===== src/plc_params.svh =====
`ifndef PLC_PARAMS_SVH
`define PLC_PARAMS_SVH
// internal clock rate in kHz (40 MHz)
`define PLC_CLK_KHZ          40000
// latch hold time and off timeout, microseconds
`define PLC_LATCH_HOLD_US    500
`define PLC_OFF_TIMEOUT_US   500
// each time rounds down to whole cycles
`define PLC_LATCH_CYCLES     ((`PLC_LATCH_HOLD_US * `PLC_CLK_KHZ) / 1000)
`define PLC_OFF_CYCLES       ((`PLC_OFF_TIMEOUT_US * `PLC_CLK_KHZ) / 1000)
// flash timer: seconds per microfarad, capacitance in nanofarads
`define PLC_FT_SEC_PER_UF    10
`define PLC_FT_CAP_NF        100
// cycles = 10 s/uF * nF/1000 * 40e6
`define PLC_FT_CYCLES        ((`PLC_FT_SEC_PER_UF * `PLC_FT_CAP_NF * `PLC_CLK_KHZ) / 1)
`define PLC_CODE_MAX         5'h10
`define PLC_NUM_SINKS        4
`define PLC_INT_UNUSED_BIT   0
`define PLC_INT_EXPIRE_BIT   1
`endif


===== src/plc_pkg.sv =====
package plc_pkg;
   typedef logic [4:0]  plc_code_t;
   typedef logic [14:0] plc_cnt_t;
   typedef logic [9:0]  plc_pct_t;
endpackage : plc_pkg


===== src/plc_ch_if.sv =====
interface plc_ch_if;
   import plc_pkg::*;
   logic      serial_sync;
   logic      shutdown;
   plc_code_t level;
   logic      latch_pulse;
   modport ch  (input serial_sync, input shutdown, output level, output latch_pulse);
   modport top (output serial_sync, output shutdown, input level, input latch_pulse);
endinterface : plc_ch_if


===== src/plc_serial_ch.sv =====
`include "plc_params.svh"
module plc_serial_ch
   import plc_pkg::*;
(
   input  wire logic i_clock,   // internal clock
   input  wire logic i_nrst,    // async reset, active low
   plc_ch_if.ch      chan       // channel link to top
);
   typedef struct packed {
      logic      prev;
      plc_code_t count;
      plc_code_t level;
      plc_cnt_t  high_cnt;
      logic      armed;
      logic      latch_pulse;
   } plc_ch_s;

   plc_ch_s state, next_state;

   always_comb begin
      next_state = state;
      next_state.latch_pulse = 1'b0;
      next_state.prev = chan.serial_sync;
      if (chan.shutdown) begin
         next_state.count = '0;
         next_state.level = '0;
         next_state.armed = 1'b0;
         next_state.high_cnt = '0;
      end else if (chan.serial_sync && !state.prev) begin
         // any edge rate counts, no bit period
         next_state.count = (state.count == `PLC_CODE_MAX) ? 5'h01 : state.count + 5'h01;
         next_state.high_cnt = '0;
         next_state.armed = 1'b1;
      end else if (chan.serial_sync && state.armed) begin
         // sync, edge and output stages come out of the hold so pin to level fits
         if (state.high_cnt == plc_cnt_t'(`PLC_LATCH_CYCLES - 5)) begin
            next_state.level = state.count;
            next_state.count = '0;
            next_state.armed = 1'b0;
            next_state.latch_pulse = 1'b1;
         end else begin
            next_state.high_cnt = state.high_cnt + plc_cnt_t'(1);
         end
      end else if (!chan.serial_sync) begin
         next_state.high_cnt = '0;
      end
   end

   always_ff @(posedge i_clock or negedge i_nrst) begin
      if (!i_nrst) begin
         state <= '0;
      end else begin
         state <= next_state;
      end
   end

   assign chan.level = state.level;
   assign chan.latch_pulse = state.latch_pulse;

   a_latch_after_hold: assert property (@(posedge i_clock) disable iff (!i_nrst)
      state.latch_pulse |-> state.count == '0 && state.level != '0)
      else $error("latch did not clear counter");
   a_count_wraps: assert property (@(posedge i_clock) disable iff (!i_nrst)
      (!chan.shutdown && chan.serial_sync && !state.prev && state.count == `PLC_CODE_MAX)
      |=> state.count == 5'h01)
      else $error("count did not wrap to one");
   a_count_bounded: assert property (@(posedge i_clock) disable iff (!i_nrst)
      state.count <= `PLC_CODE_MAX)
      else $error("count out of range");
endmodule : plc_serial_ch


===== src/plc_top.sv =====
`include "plc_params.svh"
module plc_top
   import plc_pkg::*;
#(
   parameter int unsigned FLASH_TIMER_CYCLES = `PLC_FT_CYCLES, // flash timeout
   parameter int unsigned OFF_CYCLES         = `PLC_OFF_CYCLES // shutdown timeout
) (
   input  wire logic       i_clock,                // 40 MHz clock
   input  wire logic       i_nrst,                 // async reset, active low
   input  wire logic       i_backlight_serial_in,  // backlight pulse pin
   input  wire logic       i_flash_serial_in,      // flash pulse pin
   input  wire logic       i_regulator_enable,     // shared regulator on pin
   input  wire logic       i_timer_cap_grounded,   // timing cap tied low
   input  wire logic [3:0] i_bl_sink_at_rail,      // backlight sink on rail
   input  wire logic [3:0] i_fl_sink_at_rail,      // flash sink on rail
   input  wire logic [3:0] i_addr,                 // register address
   input  wire logic [7:0] i_wdata,                // write data
   input  wire logic       i_wr,                   // write strobe
   input  wire logic       i_rd,                   // read strobe
   output logic      [7:0] o_rdata,                // read data
   output logic            o_irq,                  // level interrupt
   output logic      [4:0] o_backlight_level,      // active backlight code
   output logic      [4:0] o_flash_level,          // active flash code
   output logic      [9:0] o_backlight_pct,        // percent x10
   output logic      [9:0] o_flash_pct,            // percent x10
   output logic      [3:0] o_backlight_sinks,      // backlight sink enables
   output logic      [3:0] o_flash_sinks,          // flash sink enables
   output logic            o_regulator_a,          // regulator a on
   output logic            o_regulator_b,          // regulator b on
   output logic            o_shutdown              // device in shutdown
);
   localparam logic [3:0] ADDR_STATUS = 4'h0;
   localparam logic [3:0] ADDR_MASK   = 4'h1;
   localparam logic [3:0] ADDR_LEVELS = 4'h2;

   ////////////////////////////////////////////////////////////////////////////
   typedef struct packed {
      logic [1:0] bl_sync;
      logic [1:0] fl_sync;
      logic [1:0] en_sync;
      logic [1:0] cap_sync;
      logic [3:0] bl_rail_s1;
      logic [3:0] bl_rail_s2;
      logic [3:0] fl_rail_s1;
      logic [3:0] fl_rail_s2;
      logic [3:0] bl_dead;
      logic [3:0] fl_dead;
      logic [31:0] ft_cnt;
      logic        ft_run;
      logic        ft_expired;
      logic [14:0] off_cnt;
      logic        shut;
      logic [1:0]  status;
      logic [1:0]  mask;
      logic [7:0]  rdata;
      logic        irq;
      plc_code_t   bl_level;
      plc_code_t   fl_level;
      plc_pct_t    bl_pct;
      plc_pct_t    fl_pct;
      logic [3:0]  bl_sinks;
      logic [3:0]  fl_sinks;
      logic        reg_on;
   } plc_top_s;

   plc_top_s state, next_state;

   plc_ch_if bl_if ();
   plc_ch_if fl_if ();

   // one instance each keeps the channels free of shared state
   plc_serial_ch u_bl (.i_clock(i_clock), .i_nrst(i_nrst), .chan(bl_if.ch));
   plc_serial_ch u_fl (.i_clock(i_clock), .i_nrst(i_nrst), .chan(fl_if.ch));

   assign bl_if.serial_sync = state.bl_sync[1];
   assign fl_if.serial_sync = state.fl_sync[1];
   assign bl_if.shutdown = state.shut;
   assign fl_if.shutdown = state.shut;

   ////////////////////////////////////////////////////////////////////////////
   // tenths of a percent; code 0 means off
   function automatic plc_pct_t bl_map(input plc_code_t c);
      case (c)
         5'h01:   bl_map = 10'd1000;
         5'h02:   bl_map = 10'd820;
         5'h03:   bl_map = 10'd700;
         5'h04:   bl_map = 10'd590;
         5'h05:   bl_map = 10'd492;
         5'h06:   bl_map = 10'd410;
         5'h07:   bl_map = 10'd330;
         5'h08:   bl_map = 10'd282;
         5'h09:   bl_map = 10'd235;
         5'h0a:   bl_map = 10'd187;
         5'h0b:   bl_map = 10'd154;
         5'h0c:   bl_map = 10'd123;
         5'h0d:   bl_map = 10'd77;
         5'h0e:   bl_map = 10'd41;
         5'h0f:   bl_map = 10'd24;
         5'h10:   bl_map = 10'd2;
         default: bl_map = 10'd0;
      endcase
   endfunction : bl_map

   function automatic plc_pct_t fl_map(input plc_code_t c);
      case (c)
         5'h01:   fl_map = 10'd1000;
         5'h02:   fl_map = 10'd810;
         5'h03:   fl_map = 10'd720;
         5'h04:   fl_map = 10'd660;
         5'h05:   fl_map = 10'd600;
         5'h06:   fl_map = 10'd525;
         5'h07:   fl_map = 10'd462;
         5'h08:   fl_map = 10'd414;
         5'h09:   fl_map = 10'd366;
         5'h0a:   fl_map = 10'd317;
         5'h0b:   fl_map = 10'd285;
         5'h0c:   fl_map = 10'd250;
         5'h0d:   fl_map = 10'd217;
         5'h0e:   fl_map = 10'd184;
         5'h0f:   fl_map = 10'd167;
         5'h10:   fl_map = 10'd150;
         default: fl_map = 10'd0;
      endcase
   endfunction : fl_map

   ////////////////////////////////////////////////////////////////////////////
   logic [1:0] ev;
   logic       fl_on;

   always_comb begin
      next_state = state;
      ev = 2'b00;
      next_state.bl_sync    = {state.bl_sync[0], i_backlight_serial_in};
      next_state.fl_sync    = {state.fl_sync[0], i_flash_serial_in};
      next_state.en_sync    = {state.en_sync[0], i_regulator_enable};
      next_state.cap_sync   = {state.cap_sync[0], i_timer_cap_grounded};
      next_state.bl_rail_s1 = i_bl_sink_at_rail;
      next_state.bl_rail_s2 = state.bl_rail_s1;
      next_state.fl_rail_s1 = i_fl_sink_at_rail;
      next_state.fl_rail_s2 = state.fl_rail_s1;

      // sticky until reset: a sink seen on the rail never comes back
      next_state.bl_dead = state.bl_dead | state.bl_rail_s2;
      next_state.fl_dead = state.fl_dead | state.fl_rail_s2;
      if ((state.bl_rail_s2 & ~state.bl_dead) != 4'h0 ||
          (state.fl_rail_s2 & ~state.fl_dead) != 4'h0) begin
         ev[`PLC_INT_UNUSED_BIT] = 1'b1;
      end

      // both low: shutdown after the off timeout
      if (!state.bl_sync[1] && !state.fl_sync[1]) begin
         if (state.off_cnt == 15'(OFF_CYCLES - 1)) begin
            next_state.shut = 1'b1;
         end else begin
            next_state.off_cnt = state.off_cnt + 15'h0001;
         end
      end else begin
         next_state.off_cnt = 15'h0000;
         next_state.shut = 1'b0;
      end

      next_state.bl_level = bl_if.level;
      next_state.fl_level = fl_if.level;
      next_state.bl_pct = bl_map(bl_if.level);
      next_state.fl_pct = fl_map(fl_if.level);

      // flash timer
      if (state.shut) begin
         next_state.ft_run = 1'b0;
         next_state.ft_expired = 1'b0;
         next_state.ft_cnt = 32'h0000_0000;
      end else if (fl_if.latch_pulse) begin
         next_state.ft_run = 1'b1;
         next_state.ft_expired = 1'b0;
         next_state.ft_cnt = 32'h0000_0000;
      end else if (state.ft_run && !state.cap_sync[1]) begin
         if (state.ft_cnt == 32'(FLASH_TIMER_CYCLES - 1)) begin
            next_state.ft_run = 1'b0;
            next_state.ft_expired = 1'b1;
            ev[`PLC_INT_EXPIRE_BIT] = 1'b1;
         end else begin
            next_state.ft_cnt = state.ft_cnt + 32'h0000_0001;
         end
      end

      fl_on = (fl_if.level != 5'h00) && !next_state.ft_expired;
      next_state.bl_sinks = (bl_if.level != 5'h00) ? ~next_state.bl_dead : 4'h0;
      next_state.fl_sinks = fl_on ? ~next_state.fl_dead : 4'h0;
      next_state.reg_on = state.en_sync[1];

      // register port: set wins over a same-cycle clear
      if (i_wr && i_addr == ADDR_MASK) begin
         next_state.mask = i_wdata[1:0];
      end
      if (i_wr && i_addr == ADDR_STATUS) begin
         next_state.status = (state.status & ~i_wdata[1:0]) | ev;
      end else begin
         next_state.status = state.status | ev;
      end
      next_state.rdata = 8'h00;
      if (i_rd) begin
         case (i_addr)
            ADDR_STATUS: next_state.rdata = {6'h00, state.status};
            ADDR_MASK:   next_state.rdata = {6'h00, state.mask};
            ADDR_LEVELS: next_state.rdata = {state.ft_run, state.shut, 1'b0, state.fl_level};
            4'h3:        next_state.rdata = {state.fl_dead, state.bl_dead};
            default:     next_state.rdata = 8'h00;
         endcase
      end
      next_state.irq = (next_state.status & next_state.mask) != 2'b00;
   end

   always_ff @(posedge i_clock or negedge i_nrst) begin
      if (!i_nrst) begin
         state <= '0;
      end else begin
         state <= next_state;
      end
   end

   ////////////////////////////////////////////////////////////////////////////
   assign o_rdata           = state.rdata;
   assign o_irq             = state.irq;
   assign o_backlight_level = state.bl_level;
   assign o_flash_level     = state.fl_level;
   assign o_backlight_pct   = state.bl_pct;
   assign o_flash_pct       = state.fl_pct;
   assign o_backlight_sinks = state.bl_sinks;
   assign o_flash_sinks     = state.fl_sinks;
   assign o_regulator_a     = state.reg_on;
   assign o_regulator_b     = state.reg_on;
   assign o_shutdown        = state.shut;

   ////////////////////////////////////////////////////////////////////////////
   a_shutdown_clears: assert property (@(posedge i_clock) disable iff (!i_nrst)
      state.shut |=> ##1 bl_if.level == 5'h00 && fl_if.level == 5'h00)
      else $error("shutdown did not clear levels");
   a_shut_needs_low: assert property (@(posedge i_clock) disable iff (!i_nrst)
      $rose(state.shut) |-> $past(!state.bl_sync[1] && !state.fl_sync[1]))
      else $error("shutdown without both inputs low");
   a_regs_together: assert property (@(posedge i_clock) disable iff (!i_nrst)
      o_regulator_a == o_regulator_b)
      else $error("regulators differ");
   a_dead_sink_off: assert property (@(posedge i_clock) disable iff (!i_nrst)
      (state.bl_dead & state.bl_sinks) == 4'h0 &&
      (state.fl_dead & state.fl_sinks) == 4'h0)
      else $error("dead sink enabled");
   a_dead_sticks: assert property (@(posedge i_clock) disable iff (!i_nrst)
      state.bl_rail_s2[0] |=> state.bl_dead[0] [*8])
      else $error("dead flag released");
   a_flash_starts: assert property (@(posedge i_clock) disable iff (!i_nrst)
      fl_if.latch_pulse && !state.shut |=> state.ft_run && state.fl_sinks != 4'h0
      || state.fl_dead == 4'hf)
      else $error("flash timer not started");
   a_expired_off: assert property (@(posedge i_clock) disable iff (!i_nrst)
      state.ft_expired |-> state.fl_sinks == 4'h0)
      else $error("flash on after expiry");
   a_bl_pct_map: assert property (@(posedge i_clock) disable iff (!i_nrst)
      bl_if.level == 5'h05 |=> state.bl_pct == 10'd492)
      else $error("backlight code 5 map wrong");
   a_fl_pct_map: assert property (@(posedge i_clock) disable iff (!i_nrst)
      fl_if.level == 5'h06 |=> state.fl_pct == 10'd525)
      else $error("flash code 6 map wrong");
   a_timer_hold_gnd: assert property (@(posedge i_clock) disable iff (!i_nrst)
      state.cap_sync[1] && !fl_if.latch_pulse && !state.shut |=> $stable(state.ft_cnt))
      else $error("timer ran with cap grounded");
endmodule : plc_top

===== config.mk =====
export PLATFORM = sky130hd
export DESIGN_NAME = plc_top
export DESIGN_NICKNAME = d
export VERILOG_FILES = /design/src/plc_pkg.sv /design/src/plc_ch_if.sv /design/src/plc_serial_ch.sv /design/src/plc_top.sv
export VERILOG_INCLUDE_DIRS = /design/src /design/src/src
export SDC_FILE = /design/constraint.sdc
export NUM_CORES = 1
export LEC_CHECK = 0
export BUFFER_PORTS_ARGS = -buffer_cell sky130_fd_sc_hd__buf_2
export CAP_MARGIN = 5
export CORE_ASPECT_RATIO = 1.1
export CORE_MARGIN = 2
export CORE_UTILIZATION = 40
export CTS_CLUSTER_SIZE = 30
export DETAILED_ROUTE_END_ITERATION = 8
export GPL_TIMING_DRIVEN = 0
export PLACE_DENSITY = 0.53
export SYNTH_ARGS = -nofsm -noshare
export SYNTH_HDL_FRONTEND = slang
export SYNTH_SLANG_ARGS = --single-unit

===== constraint.sdc =====
create_clock -name i_clock -period 3.4 [get_ports i_clock]
set_clock_uncertainty 0.1 [all_clocks]
set_input_delay 0.17 -clock i_clock [delete_from_list [all_inputs] [get_ports i_clock]]
set_output_delay 0.17 -clock i_clock [all_outputs]
set_load 0.02 [all_outputs]

==> results.md <==
* Via density at 5.01
* Setup TNS at 0 ps
* Wire length per cell at 14.1 um
* Async set-reset flop share out of synthesis at 100%
* #FFs+latches synth at 189
* Largest net degree at the start of global routing at 117
* Comb pwr share at 6.0%
* Switch share at 24.5%
* Clk Latency, worst-skew pair at 430 ps
* Row cnt at 57
* Post CTS Setup Buffer Count at 0
* Hold Crit Class: in2reg
* Startpoint Class: register
* I/O Pins at 78
* Peak fanout along the critical path at 8
* # H-tree levels at 4
* Root Driver: clkbuf_16
* Crit path kind: reg2reg
* Vias in the first global route at 6,390
* Critical Path RT at 3580 ps
* Worst slack, placed at 970 ps
* Total CTS buffers at 17
* Minimum clock period at 2570 ps
* Flop pwr share at 51.5%
* Final net count at 1,011
* Drt pass-1 iters at 4
* Chip Width at 146 um
* Max cap viols at 0
* # clock sinks at 189
* Share of cells above drive strength 1 at 18.6%
* DRC at 0
* Slew headroom at 20.0%
* Cell Int Power at 3500 uW
* Syn-to-layout area delta at 17.2%
* Cell area after synthesis at 8910 um^2
* Final number of hold-violating endpoints at 0
* Fill count at 2,101
* Ranking of synthesized cells by area: dfrtp_1 (53%), nor2_1 (4.3%), buf_4 (4.0%), ha_1 (2.7%), xnor2_1 (2.6%)
* Most used DFF post-synth: dfrtp_1
* CTS tree: done
* Pwr/cell area at 443 nW/um^2
* Post-synth top area share at 53.1%
* Cell taking the most area after synthesis: dfrtp_1
* Global-route wire length before repair at 31.3 mm
* Synth Warn # at 0
* Post-route ant nets at 0
* M2 GR Usage at 25.7%
* Die ar. at 23,500 um^2
* Final WS setup at 835 ps
* Unrepaired setup endpoints after global routing: false
* Syn nets at 902
* EDFF count, synth at 0
* Remaining Overflow, GRT at 0
* DRT iter0 DRCs at 363
* Syn Inst Count at 855
* Initial core utilization at 40.6%
* Setup Viol. Count Final at 0
* Diode count at 0
* Worst EP arrival at 2750 ps
* IO Port Bufs at 70
* Gr usage total at 16.2%
* Avg Cell Area, Syn at 10.4 um^2
* Core Region at 22,000 um^2
* CP Capture Type: register
* Die Y at 161 um
* Lkg Pwr at 0.00477 uW
* Met3 GRT Util at 2.53%
* Total wire length at 18.0 mm
* VDD IR max at 295 uV
* Seq/Total Area, Yosys at 53.1%
* Area after DPL at 9670 um^2
* Netlist cell types at 66
* Initial antenna violation count at 0
* Maximum root-to-sink buffer count at 2
* Achievable Freq at 390 MHz
* Clock share of power at 42.5%
* Design Power at 4630 uW
* Net Sw Power at 1130 uW
* Clock Pin Slew Worst Setup and Hold Paths at 70 ps
* Status: complete, no violations
* Tcrit/Tclk final at 75.4%
* Worst-Margin Slew at 1190 ps
* Final design area excluding fillers at 10,400 um^2
* Max-slew violations at 0
* Final Wtd Congestion at 0.799
* Hpwl dp at 12.4 mm
* Via Count at 6,372
* GRT busiest layer: met2
* Met1 usage in global routing at 22.6%
-- final cells by class --
type	count	area (um^2)	share of cell area, %
buffer	77	480	4.60
clock buffer	18	439	4.20
clock inverter	14	149	1.42
inverter	28	105	1.01
multi-input combinational	561	3600	34.4
sequential	189	4730	45.3
tap	295	369	3.53
timing repair buffer	90	578	5.53
-- repair_timing --
item | 4_1_cts | 5_1_grt
hold buffers | 19 | 0
setup endpoints to repair | 0 | 0
gates resized for setup | 0 | 0
hold endpoints to repair | 90 | 0
-- sequential cells by signal, summed over array words and instances (netlist names), 4 cells and up --
register	cells
next_state	13
o_backlight_level	5
o_backlight_pct	10
o_backlight_sinks	4
o_flash_level	5
o_flash_pct	10
o_flash_sinks	4
o_rdata	8
state	70
u_bl.chan.level	5
u_bl.state	22
u_fl.chan.level	5
u_fl.state	22
-- kinds of logic after synthesis --
family          count (synthesis)  synth area share (%)
mux                            25                  3.14
buf+inv                       105                  6.57
compound gates                122                  8.96
fa+ha+maj                      19                  2.67
xor+xnor                       49                  4.81
simple gates                  346                  20.8
flops                         189                  53.1
-- worst max-delay path, cell delays in order, from the launching register on --
cell,delay [ps]
dfrtp_1,440
nor4b_1,330
nand4_1,230
nor4_1,1040
or4_1,220
a21oi_1,60
-- path summary, 6_finish.rpt --
kind / from / end / slack (ps) / cells past startpoint
setup / recovery: state[98]$_DFFE_PN0P_ / state[80]$_DFFE_PN0P_ / 830 / 5
hold / removal: i_addr[1] / o_rdata[5]$_DFF_PN0_ / 90 / 3
setup reg to reg: state[98]$_DFFE_PN0P_ / state[80]$_DFFE_PN0P_ / 830 / 5
hold reg to reg: next_state[120]$_DFF_PN0_ / state[120]$_DFF_PN0_ / 240 / 0
max in group asynchronous: i_nrst / u_bl.state[23]$_DFFE_PN0P_ / 2070 / 3
min in group asynchronous: i_nrst / state[96]$_DFFE_PN0P_ / 180 / 2
-- metal layers --
metal  wire length [um]  up-vias
met5                  0        -
met4                299        0
met3                448       17
met2               8370       82
met1               8840     3086
li1                   -     3187
-- per-stage QoR --
step,hold WS (ps),utilization [%],std cells
after global placement,178,43.9,1220
after floorplan,-226,-,855
after global routing,97.5,47.6,1272
after CTS,76.8,47.6,1272
final,88.5,47.6,1272
after detailed placement,69.4,44.0,1221
-- cell usage after synthesis (4+ instances only) --
| cell type | n |
|---|---|
| o21ai_0 | 31 |
| or2_2 | 12 |
| buf_4 | 48 |
| nor2_1 | 103 |
| a211oi_1 | 8 |
| nand2b_1 | 9 |
| a21boi_0 | 4 |
| mux2i_1 | 19 |
| dfrtp_1 | 189 |
| and3_1 | 17 |
| nor4b_1 | 8 |
| nor4_1 | 9 |
| and4_1 | 6 |
| xnor2_1 | 26 |
| nand4_1 | 20 |
| o31ai_1 | 9 |
| clkbuf_1 | 23 |
| nand2_1 | 49 |
| a21oi_1 | 37 |
| nand3_1 | 30 |
| nand3b_1 | 4 |
| ha_1 | 19 |
| o32ai_1 | 4 |
| or4_1 | 7 |
| nor3b_1 | 6 |
| o22ai_1 | 4 |
| mux2_2 | 4 |
| nor3_1 | 20 |
| xor2_1 | 23 |
| or3_1 | 17 |
| or4b_1 | 4 |
| inv_1 | 28 |
| nor2b_1 | 9 |
| nor4_2 | 4 |
-- placed cells by master, fill, tap and decap left out, types with 12 or more instances in the layout --
cell	instances
nand2_1	49
clkbuf_16	17
mux2i_1	19
nor3_1	20
o21ai_0	31
nand4_1	20
a21oi_1	37
buf_2	72
or3_1	17
dlygate4sd3_1	19
nor2_1	103
nand3_1	30
dfrtp_1	189
clkbuf_1	23
inv_1	28
or2_2	12
and3_1	17
xor2_1	23
ha_1	19
buf_4	48
xnor2_1	26
-- power groups by stage --
stage	clock, uW	sequential [uW]	combinational [uW]
floorplan	0	2410	163
global placement	0	2430	259
detailed placement	0	2430	267
CTS	2040	2380	285
global route	2130	2400	322
finish	1970	2380	278
Note: power is estimated with default switching activity, not from simulation.
